### config.mk
export PLATFORM = sky130hd
export DESIGN_NAME = mpc_top
export DESIGN_NICKNAME = d
export VERILOG_FILES = /design/src/inc/mpc_pkg.sv /design/src/mpc_clkdiv.sv /design/src/mpc_top.sv
export SDC_FILE = /design/constraint.sdc
export NUM_CORES = 1
export LEC_CHECK = 0
export BUFFER_PORTS_ARGS = -buffer_cell sky130_fd_sc_hd__buf_2
export CAP_MARGIN = 25
export CORE_ASPECT_RATIO = 0.9
export CORE_MARGIN = 8
export CORE_UTILIZATION = 30
export DETAILED_ROUTE_END_ITERATION = 7
export PLACE_DENSITY = 0.57
export SLEW_MARGIN = 10
export SYNTH_ARGS = -nofsm -noshare
export SYNTH_HDL_FRONTEND = slang
export SYNTH_HIERARCHICAL = 1
export SYNTH_SLANG_ARGS = --single-unit
export TNS_END_PERCENT = 20
### constraint.sdc
create_clock -name sys_clk -period 3.74 [get_ports sys_clk]
set_input_delay 0.561 -clock sys_clk [delete_from_list [all_inputs] [get_ports sys_clk]]
set_output_delay 0.561 -clock sys_clk [all_outputs]
set_load 0.05 [all_outputs]
### src/inc/mpc_pkg.sv
// Constants, register map and carrier types of the master and programmable clock block
package mpc_pkg;

    // Register byte addresses
    localparam logic [31:0] MCK_CFG_ADDR = 32'h0FFF_FC30;
    localparam logic [31:0] PCK_CFG_ADDR = 32'h0FFF_FC40;
    localparam logic [31:0] IRQ_SET_ADDR = 32'h0FFF_FC60;
    localparam logic [31:0] IRQ_CLR_ADDR = 32'h0FFF_FC64;
    localparam logic [31:0] STATUS_ADDR = 32'h0FFF_FC68;
    localparam logic [31:0] MASK_VIEW_ADDR = 32'h0FFF_FC6C;
    localparam logic [31:0] PUMP_ADDR = 32'h0FFF_FC80;
    localparam logic [31:0] OSC_CTRL_ADDR = 32'h0FFF_FC90;
    localparam logic [31:0] PLL_A_CFG_ADDR = 32'h0FFF_FC94;
    localparam logic [31:0] PLL_B_CFG_ADDR = 32'h0FFF_FC98;
    localparam logic [31:0] WORD_STEP = 32'h0000_0004;

    // Writable bits of each stored register
    localparam logic [31:0] MCK_WMASK = 32'h0000_031F;
    localparam logic [31:0] PCK_WMASK = 32'h0000_001F;
    localparam logic [31:0] PUMP_WMASK = 32'h0001_0001;
    localparam logic [31:0] OSC_WMASK = 32'h0000_FF01;
    localparam logic [31:0] PLL_WMASK = 32'h0000_3F00;
    localparam logic [31:0] IRQ_WMASK = 32'h0000_0F0F;

    // Reset values
    localparam logic [31:0] MCK_CFG_RST = 32'h0000_0000;
    localparam logic [31:0] PCK_CFG_RST = 32'h0000_0000;
    localparam logic [31:0] PUMP_RST = 32'h0000_0000;
    localparam logic [31:0] OSC_CTRL_RST = 32'h0000_0000;
    localparam logic [31:0] PLL_CFG_RST = 32'h0000_0000;
    localparam logic [31:0] IRQ_EN_RST = 32'h0000_0000;

    // Field positions
    localparam int ST_MAIN_OSC = 0;
    localparam int ST_PLL_A = 1;
    localparam int ST_PLL_B = 2;
    localparam int ST_MCK_RDY = 3;
    localparam int ST_PCK_LSB = 8;
    localparam int PUMP_A_BIT = 0;
    localparam int PUMP_B_BIT = 16;
    localparam int OSC_EN_BIT = 0;
    localparam int OSC_COUNT_LSB = 8;
    localparam int OSC_COUNT_W = 8;
    localparam int OSC_UNIT_SHIFT = 3;
    localparam int PLL_COUNT_LSB = 8;
    localparam int PLL_COUNT_W = 6;

    // Divider codes
    localparam logic [2:0] DIV_RESERVED = 3'h7;
    localparam logic [1:0] MASTER_DIVIDE_RESERVED = 2'h3;
    localparam int NUM_PCK = 4;

    // Bus responses
    localparam logic [1:0] RESP_OKAY = 2'h0;
    localparam logic [1:0] RESP_SLVERR = 2'h2;

    typedef struct packed {
        logic [1:0] master_divide;
        logic [2:0] unused;
        logic [2:0] prescaler_select;
        logic [1:0] clock_source_select;
    } mpc_mck_cfg_t;

    typedef struct packed {
        logic [2:0] prescaler_select;
        logic [1:0] clock_source_select;
    } mpc_pck_cfg_t;

    typedef struct packed {
        logic pll_b_clk;
        logic pll_a_clk;
        logic main_clk;
        logic slow_clk;
    } mpc_src_t;

    function automatic logic [31:0] mpc_strb_mask(input logic [3:0] strb);
        logic [31:0] m;
        m = {{8{strb[3]}}, {8{strb[2]}}, {8{strb[1]}}, {8{strb[0]}}};
        return m;
    endfunction

endpackage

### src/mpc_clkdiv.sv
// Power-of-two clock divider with restart and ready tracking
`timescale 1ns/1ps
`default_nettype none
module mpc_clkdiv #(
    parameter int CNT_W = 6
) (
    input wire logic sys_clk,
    input wire logic nrst,
    input wire logic src_level,
    input wire logic restart,
    input wire logic [2:0] div_code,
    output logic clk_out,
    output logic ready
);
    logic src_d_reg, src_d_next;
    logic [CNT_W-1:0] cnt_reg, cnt_next;
    logic out_reg, out_next;
    logic ready_reg, ready_next;
    logic valid;

    always_comb begin
        valid = (int'(div_code) <= CNT_W);
        src_d_next = src_level;
        cnt_next = cnt_reg;
        if (restart) begin
            cnt_next = '0;
        end else if (src_level && !src_d_reg) begin
            cnt_next = cnt_reg + 1'b1;
        end
        // Reserved code holds low
        if (restart || !valid) begin
            out_next = 1'b0;
        end else if (div_code == 3'h0) begin
            out_next = src_level;
        end else begin
            out_next = cnt_next[int'(div_code) - 1];
        end
        ready_next = !restart && (ready_reg || (valid && out_next && !out_reg));
    end

    always_ff @(posedge sys_clk) begin
        if (!nrst) begin
            src_d_reg <= 1'b0;
            cnt_reg <= '0;
            out_reg <= 1'b0;
            ready_reg <= 1'b0;
        end else begin
            src_d_reg <= src_d_next;
            cnt_reg <= cnt_next;
            out_reg <= out_next;
            ready_reg <= ready_next;
        end
    end

    assign clk_out = out_reg;
    assign ready = ready_reg;
endmodule
`default_nettype wire

### src/mpc_top.sv
// Master clock selection, programmable clocks and clock status with AXI4-Lite registers
//
// The AXI4-Lite interface to the registers is this design's own decision.
`timescale 1ns/1ps
`default_nettype none
// Functional notes
// - Master source select 00 slow, 01 main, 10 PLL A, 11 PLL B.
// - Processor prescaler divides by 1 to 64 in powers of two; code 7 reserved.
// - Master divide 1, 2 or 4 from processor clock; code 3 reserved.
// - Each programmable clock has own source select and 1-to-64 prescaler.
// - Writing 1 to enable-set register enables that interrupt; 0 no effect.
// - Writing 1 to enable-clear register disables that interrupt; 0 no effect.
// - Mask view reads 0 for enabled, 1 for disabled interrupt.
// - Status bit 0 oscillator stable, 1/2 PLL locks, 3 master ready.
// - Status bits 8 to 11 programmable clock ready; same layout for interrupts.
// - Oscillator stable after startup count times 8 slow clock cycles.
// - PLL lock flag sets programmed slow cycles after its config write.
module mpc_top
    import mpc_pkg::*;
(
    input wire logic sys_clk,
    input wire logic nrst,
    input wire mpc_pkg::mpc_src_t src_in,
    input wire logic [31:0] s_axi_awaddr,
    input wire logic s_axi_awvalid,
    output logic s_axi_awready,
    input wire logic [31:0] s_axi_wdata,
    input wire logic [3:0] s_axi_wstrb,
    input wire logic s_axi_wvalid,
    output logic s_axi_wready,
    output logic [1:0] s_axi_bresp,
    output logic s_axi_bvalid,
    input wire logic s_axi_bready,
    input wire logic [31:0] s_axi_araddr,
    input wire logic s_axi_arvalid,
    output logic s_axi_arready,
    output logic [31:0] s_axi_rdata,
    output logic [1:0] s_axi_rresp,
    output logic s_axi_rvalid,
    input wire logic s_axi_rready,
    output logic proc_clk_out,
    output logic master_clk_out,
    output logic [3:0] prog_clk_out,
    output logic main_osc_enable,
    output logic pll_a_pump_current,
    output logic pll_b_pump_current,
    output logic irq
);
    // Bus slave state
    logic aw_hold_reg, aw_hold_next;
    logic w_hold_reg, w_hold_next;
    logic [31:0] awaddr_reg, awaddr_next;
    logic [31:0] wdata_reg, wdata_next;
    logic [3:0] wstrb_reg, wstrb_next;
    logic bvalid_reg, bvalid_next;
    logic [1:0] bresp_reg, bresp_next;
    logic rvalid_reg, rvalid_next;
    logic [31:0] rdata_reg, rdata_next;
    logic [1:0] rresp_reg, rresp_next;

    // Configuration registers
    logic [31:0] mck_cfg_reg, mck_cfg_next;
    logic [31:0] pck_cfg_reg [NUM_PCK];
    logic [31:0] pck_cfg_next [NUM_PCK];
    logic [31:0] pump_reg, pump_next;
    logic [31:0] osc_ctrl_reg, osc_ctrl_next;
    logic [31:0] pll_cfg_reg [2];
    logic [31:0] pll_cfg_next [2];
    logic [31:0] irq_en_reg, irq_en_next;

    // Status state
    logic slow_d_reg, slow_d_next;
    logic [OSC_COUNT_W+OSC_UNIT_SHIFT-1:0] osc_cnt_reg, osc_cnt_next;
    logic osc_stable_reg, osc_stable_next;
    logic [PLL_COUNT_W-1:0] pll_cnt_reg [2];
    logic [PLL_COUNT_W-1:0] pll_cnt_next [2];
    logic [1:0] pll_lock_reg, pll_lock_next;

    logic wr_fire, slow_rise, mck_restart, proc_rdy, mst_rdy;
    logic [3:0] pck_restart, pck_rdy;
    logic [31:0] wmask, status_word, rd_word;
    logic rd_hit;
    logic [3:0] src_vec;
    mpc_mck_cfg_t mck_view;
    mpc_pck_cfg_t pck_view [NUM_PCK];
    logic [2:0] master_divide_code;

    assign src_vec = src_in;
    assign mck_view = mpc_mck_cfg_t'(mck_cfg_reg[9:0]);
    assign wr_fire = aw_hold_reg && w_hold_reg && !bvalid_reg;
    assign wmask = mpc_strb_mask(wstrb_reg);
    assign slow_rise = src_in.slow_clk && !slow_d_reg;

    // AXI4-Lite handshakes and register writes
    always_comb begin
        aw_hold_next = aw_hold_reg;
        w_hold_next = w_hold_reg;
        awaddr_next = awaddr_reg;
        wdata_next = wdata_reg;
        wstrb_next = wstrb_reg;
        bvalid_next = bvalid_reg;
        bresp_next = bresp_reg;
        mck_cfg_next = mck_cfg_reg;
        pck_cfg_next = pck_cfg_reg;
        pump_next = pump_reg;
        osc_ctrl_next = osc_ctrl_reg;
        pll_cfg_next = pll_cfg_reg;
        irq_en_next = irq_en_reg;
        if (s_axi_awvalid && s_axi_awready) begin
            aw_hold_next = 1'b1;
            awaddr_next = s_axi_awaddr;
        end
        if (s_axi_wvalid && s_axi_wready) begin
            w_hold_next = 1'b1;
            wdata_next = s_axi_wdata;
            wstrb_next = s_axi_wstrb;
        end
        if (s_axi_bvalid && s_axi_bready) begin
            bvalid_next = 1'b0;
        end
        if (wr_fire) begin
            aw_hold_next = 1'b0;
            w_hold_next = 1'b0;
            bvalid_next = 1'b1;
            bresp_next = RESP_OKAY;
            case (awaddr_reg)
                MCK_CFG_ADDR: begin
                    mck_cfg_next = (mck_cfg_reg & ~(wmask & MCK_WMASK)) | (wdata_reg & wmask & MCK_WMASK);
                end
                IRQ_SET_ADDR: begin
                    irq_en_next = irq_en_reg | (wdata_reg & wmask & IRQ_WMASK);
                end
                IRQ_CLR_ADDR: begin
                    irq_en_next = irq_en_reg & ~(wdata_reg & wmask & IRQ_WMASK);
                end
                PUMP_ADDR: begin
                    pump_next = (pump_reg & ~(wmask & PUMP_WMASK)) | (wdata_reg & wmask & PUMP_WMASK);
                end
                OSC_CTRL_ADDR: begin
                    osc_ctrl_next = (osc_ctrl_reg & ~(wmask & OSC_WMASK)) | (wdata_reg & wmask & OSC_WMASK);
                end
                PLL_A_CFG_ADDR: begin
                    pll_cfg_next[0] = (pll_cfg_reg[0] & ~(wmask & PLL_WMASK)) | (wdata_reg & wmask & PLL_WMASK);
                end
                PLL_B_CFG_ADDR: begin
                    pll_cfg_next[1] = (pll_cfg_reg[1] & ~(wmask & PLL_WMASK)) | (wdata_reg & wmask & PLL_WMASK);
                end
                STATUS_ADDR, MASK_VIEW_ADDR: begin
                    bresp_next = RESP_OKAY;
                end
                default: begin
                    bresp_next = RESP_SLVERR;
                    for (int i = 0; i < NUM_PCK; i++) begin
                        if (awaddr_reg == PCK_CFG_ADDR + WORD_STEP * 32'(i)) begin
                            bresp_next = RESP_OKAY;
                            pck_cfg_next[i] = (pck_cfg_reg[i] & ~(wmask & PCK_WMASK))
                                | (wdata_reg & wmask & PCK_WMASK);
                        end
                    end
                end
            endcase
        end
    end

    always_comb begin
        mck_restart = (mck_cfg_next != mck_cfg_reg);
        for (int i = 0; i < NUM_PCK; i++) begin
            pck_restart[i] = (pck_cfg_next[i] != pck_cfg_reg[i]);
        end
    end

    // Oscillator and PLL status
    always_comb begin
        slow_d_next = src_in.slow_clk;
        osc_cnt_next = osc_cnt_reg;
        osc_stable_next = osc_stable_reg;
        pll_cnt_next = pll_cnt_reg;
        pll_lock_next = pll_lock_reg;
        if (!osc_ctrl_reg[OSC_EN_BIT]) begin
            osc_cnt_next = '0;
            osc_stable_next = 1'b0;
        end else if (!osc_stable_reg) begin
            if (osc_cnt_reg >= {osc_ctrl_reg[OSC_COUNT_LSB +: OSC_COUNT_W], {OSC_UNIT_SHIFT{1'b0}}}) begin
                osc_stable_next = 1'b1;
            end else if (slow_rise) begin
                osc_cnt_next = osc_cnt_reg + 1'b1;
            end
        end
        for (int p = 0; p < 2; p++) begin
            if (pll_cfg_next[p] != pll_cfg_reg[p] || (wr_fire && awaddr_reg == (p == 0 ? PLL_A_CFG_ADDR
                : PLL_B_CFG_ADDR))) begin
                pll_cnt_next[p] = pll_cfg_next[p][PLL_COUNT_LSB +: PLL_COUNT_W];
                pll_lock_next[p] = 1'b0;
            end else if (!pll_lock_reg[p]) begin
                if (pll_cnt_reg[p] == '0) begin
                    pll_lock_next[p] = 1'b1;
                end else if (slow_rise) begin
                    pll_cnt_next[p] = pll_cnt_reg[p] - 1'b1;
                end
            end
        end
    end

    always_comb begin
        status_word = '0;
        status_word[ST_MAIN_OSC] = osc_stable_reg;
        status_word[ST_PLL_A] = pll_lock_reg[0];
        status_word[ST_PLL_B] = pll_lock_reg[1];
        status_word[ST_MCK_RDY] = proc_rdy && mst_rdy;
        status_word[ST_PCK_LSB +: NUM_PCK] = pck_rdy;
    end

    // Read decode
    always_comb begin
        rd_hit = 1'b1;
        rd_word = '0;
        case (s_axi_araddr)
            MCK_CFG_ADDR: rd_word = mck_cfg_reg;
            STATUS_ADDR: rd_word = status_word;
            MASK_VIEW_ADDR: rd_word = ~irq_en_reg & IRQ_WMASK;
            PUMP_ADDR: rd_word = pump_reg;
            OSC_CTRL_ADDR: rd_word = osc_ctrl_reg;
            PLL_A_CFG_ADDR: rd_word = pll_cfg_reg[0];
            PLL_B_CFG_ADDR: rd_word = pll_cfg_reg[1];
            IRQ_SET_ADDR, IRQ_CLR_ADDR: rd_word = '0;
            default: begin
                rd_hit = 1'b0;
                for (int i = 0; i < NUM_PCK; i++) begin
                    if (s_axi_araddr == PCK_CFG_ADDR + WORD_STEP * 32'(i)) begin
                        rd_hit = 1'b1;
                        rd_word = pck_cfg_reg[i];
                    end
                end
            end
        endcase
        rvalid_next = rvalid_reg;
        rdata_next = rdata_reg;
        rresp_next = rresp_reg;
        if (s_axi_rvalid && s_axi_rready) begin
            rvalid_next = 1'b0;
        end
        if (s_axi_arvalid && s_axi_arready) begin
            rvalid_next = 1'b1;
            rdata_next = rd_word;
            rresp_next = rd_hit ? RESP_OKAY : RESP_SLVERR;
        end
    end

    always_ff @(posedge sys_clk) begin
        if (!nrst) begin
            aw_hold_reg <= 1'b0;
            w_hold_reg <= 1'b0;
            awaddr_reg <= '0;
            wdata_reg <= '0;
            wstrb_reg <= '0;
            bvalid_reg <= 1'b0;
            bresp_reg <= RESP_OKAY;
            rvalid_reg <= 1'b0;
            rdata_reg <= '0;
            rresp_reg <= RESP_OKAY;
            mck_cfg_reg <= MCK_CFG_RST;
            for (int i = 0; i < NUM_PCK; i++) begin
                pck_cfg_reg[i] <= PCK_CFG_RST;
            end
            pump_reg <= PUMP_RST;
            osc_ctrl_reg <= OSC_CTRL_RST;
            pll_cfg_reg[0] <= PLL_CFG_RST;
            pll_cfg_reg[1] <= PLL_CFG_RST;
            irq_en_reg <= IRQ_EN_RST;
            slow_d_reg <= 1'b0;
            osc_cnt_reg <= '0;
            osc_stable_reg <= 1'b0;
            pll_cnt_reg[0] <= '0;
            pll_cnt_reg[1] <= '0;
            pll_lock_reg <= '0;
        end else begin
            aw_hold_reg <= aw_hold_next;
            w_hold_reg <= w_hold_next;
            awaddr_reg <= awaddr_next;
            wdata_reg <= wdata_next;
            wstrb_reg <= wstrb_next;
            bvalid_reg <= bvalid_next;
            bresp_reg <= bresp_next;
            rvalid_reg <= rvalid_next;
            rdata_reg <= rdata_next;
            rresp_reg <= rresp_next;
            mck_cfg_reg <= mck_cfg_next;
            pck_cfg_reg <= pck_cfg_next;
            pump_reg <= pump_next;
            osc_ctrl_reg <= osc_ctrl_next;
            pll_cfg_reg <= pll_cfg_next;
            irq_en_reg <= irq_en_next;
            slow_d_reg <= slow_d_next;
            osc_cnt_reg <= osc_cnt_next;
            osc_stable_reg <= osc_stable_next;
            pll_cnt_reg <= pll_cnt_next;
            pll_lock_reg <= pll_lock_next;
        end
    end

    // reserved divide code maps to reserved
    assign master_divide_code = (mck_view.master_divide == MASTER_DIVIDE_RESERVED) ? DIV_RESERVED
        : {1'b0, mck_view.master_divide};

    mpc_clkdiv #(.CNT_W(6)) u_proc_div (
        .sys_clk(sys_clk),
        .nrst(nrst),
        .src_level(src_vec[mck_view.clock_source_select]),
        .restart(mck_restart),
        .div_code(mck_view.prescaler_select),
        .clk_out(proc_clk_out),
        .ready(proc_rdy)
    );

    mpc_clkdiv #(.CNT_W(2)) u_mst_div (
        .sys_clk(sys_clk),
        .nrst(nrst),
        .src_level(proc_clk_out),
        .restart(mck_restart),
        .div_code(master_divide_code),
        .clk_out(master_clk_out),
        .ready(mst_rdy)
    );

    for (genvar g = 0; g < NUM_PCK; g++) begin : g_pck
        assign pck_view[g] = mpc_pck_cfg_t'(pck_cfg_reg[g][4:0]);
        mpc_clkdiv #(.CNT_W(6)) u_pck_div (
            .sys_clk(sys_clk),
            .nrst(nrst),
            .src_level(src_vec[pck_view[g].clock_source_select]),
            .restart(pck_restart[g]),
            .div_code(pck_view[g].prescaler_select),
            .clk_out(prog_clk_out[g]),
            .ready(pck_rdy[g])
        );
    end

    assign s_axi_awready = !aw_hold_reg && !bvalid_reg;
    assign s_axi_wready = !w_hold_reg && !bvalid_reg;
    assign s_axi_bvalid = bvalid_reg;
    assign s_axi_bresp = bresp_reg;
    assign s_axi_arready = !rvalid_reg;
    assign s_axi_rvalid = rvalid_reg;
    assign s_axi_rdata = rdata_reg;
    assign s_axi_rresp = rresp_reg;
    assign main_osc_enable = osc_ctrl_reg[OSC_EN_BIT];
    assign pll_a_pump_current = pump_reg[PUMP_A_BIT];
    assign pll_b_pump_current = pump_reg[PUMP_B_BIT];
    assign irq = |(status_word & irq_en_reg);
endmodule
`default_nettype wire

Yosys cells after proc, flatten, opt, wreduce, memory -nomap -nowiden. Cells that the tools add are included.

Add/subtract/negate cells: 15. $mul: 0. Div/mod/pow operators: 0. $lt $le $gt $ge: 18. Eq/ne operators: 38. Shift-type cells: 0. Muxes and demuxes: 99. Bitwise logic cells: 32. Reductions and logical operators: 106.

Operators with widths (count): $eq 32x28->1 const B (26); $mux 32 (12); $and 32x32->32 (10); $mux 128 (2); $pmux 32 s8 (1); $ne 32x32->1 (7); $lt 32x5->1 const B (5); $or 32x5->32 (4); $mux 6 (18); $mux 64 (1); $or 32x14->32 (2); $pmux 32 s2 (1); $mux 1 (45); $logic_and 1x1->1 (37); $and 12x32->32 (1); $lt 32x3->1 const B (1); $not 10->32 (1); $not 12->32 (1); $not 14->32 (1); $not 16->32 (1); $not 17->32 (1); $not 5->32 (1); $or 32x10->32 (1); $or 32x12->32 (1); 31 further kinds (127).

Register bits: 489. Latch bits: 0. Memory bits (writable): 0. ROM bits: 0. Bits of input ports: 111. Logic and storage cells: 359. Memories: 0.

Longest topological paths before layout.
Depth after elaboration: 17. Mapped depth: 12.

By module. Netlist, hierarchy kept.

By module, submodules not included: mpc_top (times used 1, cells each 963, area each 8030.2 µm²); mpc_clkdiv (g_pck[0].u_pck_div ...) (times used 5, cells each 60, area each 540.5 µm²); mpc_clkdiv (u_mst_div) (times used 1, cells each 20, area each 206.4 µm²).

Worst setup path before layout. Ideal clock, no wire load.

Path type: reg2reg. From: reg awaddr_reg[30]. To: reg u_proc_div.ready_reg (netlist: u_proc_div/ready). Library setup time: 134 ps. Arrival: 2665 ps. Setup slack: 941 ps. Stages on the path, launching flop included: 12. Buffers on the path: 3. Clock period less this slack: 2799 ps. Cells stage by stage: dfxtp_1 > or4b_1 > or2_0 > buf_6 > or4b_4 > buf_6 > o21ai_2 > nand2b_1 > clkbuf_1 > a221oi_1 > nand2b_1 > o32ai_2.

Word-level cells in the longest chain between the ends: 14.

RTL lines: start: declaration (RTL line mpc_top.sv:52) `logic [31:0] awaddr_reg, awaddr_next;`; start signal: assignment (RTL line mpc_top.sv:279) `awaddr_reg <= awaddr_next;`; $eq 32x28->1 (*) (RTL line mpc_top.sv:126) `case (awaddr_reg)`; $mux 32 (*) (RTL line mpc_top.sv:126); $mux 32 (*) (RTL line mpc_top.sv:121) `if (wr_fire) begin`; $ne 32x32->1 (*) (RTL line mpc_top.sv:166) `mck_restart = (mck_cfg_next != mck_cfg_reg);`; named net mck_restart (RTL line mpc_top.sv:79) `logic wr_fire, slow_rise, mck_restart, proc_rdy, mst_rdy;`; $mux 6 (RTL line mpc_clkdiv.sv:25) `if (restart) begin`; $bmux 1 s3 (RTL line mpc_clkdiv.sv:36) `out_next = cnt_next[int'(div_code) - 1];`; $mux 1 (not written as such) (2 in a row) (RTL line mpc_clkdiv.sv:36); $mux 1 (RTL line mpc_clkdiv.sv:33) `end else if (div_code == 3'h0) begin`; $mux 1 (RTL line mpc_clkdiv.sv:31) `if (restart || !valid) begin`; $logic_and 1x1->1 (2 in a row) (RTL line mpc_clkdiv.sv:38) `ready_next = !restart && (ready_reg || (valid && out_next && !out_reg));`; $logic_or 1x1->1 (RTL line mpc_clkdiv.sv:38); $logic_and 1x1->1 (*) (RTL line mpc_clkdiv.sv:38); end signal: assignment (RTL line mpc_clkdiv.sv:51) `ready_reg <= ready_next;`; end: declaration (RTL line mpc_clkdiv.sv:18) `logic ready_reg, ready_next;`.

Mark *: on every way through the listed nets, which the timed path passes. The rest lies on a longest branch. The select of a mux whose other input is x is not followed. A chain may end at the register's enable or synchronous reset.

Final worst setup path.
From: reg awaddr_reg[29]. To: reg u_proc_div.ready_reg (netlist: u_proc_div/ready).

Same word-level chain as after synthesis.

==> impl.org <==
** Synthesis
- Sequential cell area fraction in the yosys report :: between 30% and 40%
- The top cell type by area accounts for a little under two fifths of the synthesized area.
- Synth area leader :: sky130_fd_sc_hd__dfxtp_1
- Dominant cells by area after synthesis :: sky130_fd_sc_hd__dfxtp_1 37%, sky130_fd_sc_hd__nand2_1 6.8%, sky130_fd_sc_hd__a21oi_1 4.7%, sky130_fd_sc_hd__mux2i_1 4.7%, sky130_fd_sc_hd__ha_1 3.9%
- Post-synth design cell area :: between 0.01 and 0.015 mm²
- Leading cell types by count after synthesis :: 204 x sky130_fd_sc_hd__dfxtp_1, 199 x sky130_fd_sc_hd__nand2_1, 102 x sky130_fd_sc_hd__a21oi_1
- Count of distinct cell types in the synthesized netlist :: between 80 and 90
- Syn avg cell area :: between 8 and 9 µm²
- Flops & latches, synth :: 204
- Count of yosys warnings during synthesis :: 6
- The most used flip-flop cell after synthesis is sky130_fd_sc_hd__dfxtp_1.
- In the synthesized netlist the async set-or-reset flop fraction comes to 0%.
- Yosys mapped a number of flops with a built-in enable equal to 0.
- Synthesis handed over a netlist of about 1.3k instances.
- sky130_fd_sc_hd__dfxtp_1 is the most common cell in the netlist.

** STA
- Max-slew violation count :: 0
- The final count of hold timing violations is 0.
- Max-slew headroom :: around a third
- Final period util :: between 80% and 90%
- Final-layout worst hold slack :: ~240 ps
- FMAX :: around 310 MHz
- Clock skew on the completed layout was measured at approximately 25 ps.
- At the pin with the least slew margin, the transition time is between 900 and 1000 ps.
- Final TNS setup :: 0 ps
- Unrepaired setup endpoints after global routing :: false
- Setup violations remaining at the end of the flow were counted as 0.
- After layout, the minimum clock period comes to 3230 ps.

** Drt
- Residual DRC count :: 0
- Detail Route Antenna Nets :: 0
- Drt first pass iters :: 5
- Routed via count :: 9433
- In the routed layout, each cell is associated on average with a via count of 5.03.
- In the final routed layout, each cell accounts on average for approximately 17 µm.
- The detailed router finished its first iteration with 634 violations.
- Wires add up to ~31000 µm.

** Status
- The flow ran to the end, and the final reports show no timing, DRC or antenna violations.

** Worst setup path
- In this run the worst path has a maximum fanout of 11.
- STA classifies the critical path endpoint as a flip-flop.
- The critical path is of the flip-flop to flip-flop type.
- STA classifies the critical path startpoint as a flip-flop.
- At the worst endpoint, the arrival time is between 3000 and 4000 ps.
- Required time at the endpoint of the critical path :: between 4000 and 5000 ps

** Clocking
- Latest clock arrival within the worst-skew pair :: about 530 ps
- CTS built an H-tree with a depth of 1.
- In this run, post-CTS repair resized a total of 0 instances.
- In this run, CTS created clock tree buffers numbering 24.
- The root buffer cell chosen for the clock tree is sky130_fd_sc_hd__clkbuf_16.
- After clock tree synthesis, the clock-pin slew on the worst setup and hold paths is approximately 60 ps.
- For this design, the CTS-stage hold fixing added 0 buffers.
- Clock Tree Buf Depth :: 3
- The number of setup buffers added after CTS is 0.
- Clock net sink count :: approximately 200
- TritonCTS built the clock tree.

** Global route
- Total track usage :: roughly 14%
- Entering global routing, the biggest net connects 78 pins.
- Global-route wire length before repair :: ~50000 µm
- The number of global-route vias before repair is roughly 9.1k.
- The initial antenna violation count was 0.
- Global routing finished with a remaining overflow of 0.

** Placement
- In this run the tool buffered the top-level ports with between 100 and 150 buffer cells.
- Final GP Congestion :: 0.824
- The wire-length estimate of the detail-placed layout is 23600 µm.

** Floorplanning
- Die Outline Area :: between 0.04 and 0.05 mm²
- Initial standard-cell utilization of the core :: 30.4%
- Number of ports placed on the die boundary :: roughly 160
- In this run the vertical extent of the chip is 197 µm.
- Core Region :: between 0.03 and 0.04 mm²
- Horizontal die dimension :: 217 µm
- Number of standard-cell rows in the floorplan :: 66

** Cells and area
- Share of final-layout standard cells stronger than drive strength 1 :: 18.7%
- Fillcell total :: roughly 3.8k
- Number of diodes :: 0
- The multi-input combinational cells in the finished layout cover a total of around 0.0063 mm².
- The register with the most flip-flops in the layout has 32 of them.
- Storage element area :: 0.00408 mm²
- Area delta synth->final :: 17.6%
- Total Nets Final :: 1527

** Power and ir drop
- For this design the static power due to leakage is around 0.0050 µW.
- Power per standard cell area :: ~450 mW/mm²
- Across the VDD grid, the largest voltage drop is about 290 µV.

** Worst hold path
- Hold Crit Class :: input pin to flip-flop

** Run
- Number of max-capacitance violations reported :: 0
## routing by layer
metal  vias to the layer above  wire (µm)  track usage (%)
li1                       4730          -                -
met1                      4458      15200             19.6
met2                       200      14200             22.7
met3                        45       1410             2.34
met4                         0        674             3.68
met5                         -          0                0
## kinds of logic (layout without fill, tap and decap cells)
family          Yosys count  after routing  synth area share [%]
simple gates            535            535                  26.2
xor+xnor                 50             50                  4.00
compound gates          258            258                  15.3
flops                   204            204                  37.3
buf+inv                 130            227                  5.44
mux                      70             70                  7.65
fa+ha+maj                35             35                  3.98
other cells               1             20                0.0343
## through the flow
stage	util (%)	total power [µW]	area, µm²	instances	setup WS, ps
2_1_floorplan	-	2930	11000	1302	941
3_3_place_gp	33.1	3120	11900	1830	565
3_5_place_dp	33.1	3130	11900	1830	518
4_1_cts	35.6	5830	12800	1873	498
5_1_grt	35.7	6020	12900	1875	288
6_report	35.7	5780	12900	1875	513
## worst max-delay path, cell delays in order, from the launching register on
cell and delay, ps:
sky130_fd_sc_hd__dfxtp_1 310, sky130_fd_sc_hd__nand4bb_1 210, sky130_fd_sc_hd__or4_1 740, sky130_fd_sc_hd__or4b_4 760, sky130_fd_sc_hd__o21ai_2 340, sky130_fd_sc_hd__nand3b_1 190
sky130_fd_sc_hd__o221ai_1 130, sky130_fd_sc_hd__a31oi_1 270, sky130_fd_sc_hd__o32ai_2 130
## power by group
group | total [µW] | internal, µW | switching, µW
Clock | 2680 | 1710 | 966
Sequential | 2390 | 2280 | 115
Combinational | 708 | 270 | 438
## cells in the final DEF, fill, tap and decap left out, types with 6 or more instances in the layout
cell / count
sky130_fd_sc_hd__xor2_1: 29
sky130_fd_sc_hd__nand3_1: 59
sky130_fd_sc_hd__nor3_1: 21
sky130_fd_sc_hd__nor2b_1: 15
sky130_fd_sc_hd__ha_1: 34
sky130_fd_sc_hd__o21ai_0: 48
sky130_fd_sc_hd__buf_4: 14
sky130_fd_sc_hd__nand3b_1: 23
sky130_fd_sc_hd__a31oi_1: 21
sky130_fd_sc_hd__a211oi_1: 11
sky130_fd_sc_hd__nand2_1: 199
sky130_fd_sc_hd__nand4b_1: 7
sky130_fd_sc_hd__clkbuf_8: 6
sky130_fd_sc_hd__bufinv_16: 6
sky130_fd_sc_hd__a22oi_1: 8
sky130_fd_sc_hd__mux2i_1: 51
sky130_fd_sc_hd__nor2_1: 74
sky130_fd_sc_hd__xnor2_1: 21
sky130_fd_sc_hd__and2_1: 17
sky130_fd_sc_hd__a221oi_1: 8
sky130_fd_sc_hd__nand4_1: 19
sky130_fd_sc_hd__dfxtp_1: 204
sky130_fd_sc_hd__nor3b_1: 13
sky130_fd_sc_hd__inv_1: 44
sky130_fd_sc_hd__or3_1: 8
sky130_fd_sc_hd__nand2b_1: 20
sky130_fd_sc_hd__mux2_2: 9
sky130_fd_sc_hd__o21ai_2: 6
sky130_fd_sc_hd__buf_2: 122
sky130_fd_sc_hd__conb_1: 20
sky130_fd_sc_hd__clkbuf_16: 24
sky130_fd_sc_hd__mux4_2: 10
sky130_fd_sc_hd__a21oi_1: 102
## final timing paths
path | start | end | slack, ps | cells after the start
worst max register to register | awaddr_reg[29] | u_proc_div/ready | 510 | 8
worst min-delay path | s_axi_rready | s_axi_rvalid | 240 | 2
worst max-delay path | awaddr_reg[29] | u_proc_div/ready | 510 | 8
worst min register to register | s_axi_rdata[16] | s_axi_rdata[16] | 450 | 2
## cell type report
cell class                      instances  area share [%]
Clock buffer                           32            5.37
Timing Repair Buffer                  138            5.89
Sequential cell                       204            31.8
Clock inverter                         11            1.74
Multi-Input combinational cell        968            49.3
Inverter                               46            1.34
Tap cell                              476            4.63
Note: power is estimated with default switching activity, not from simulation.
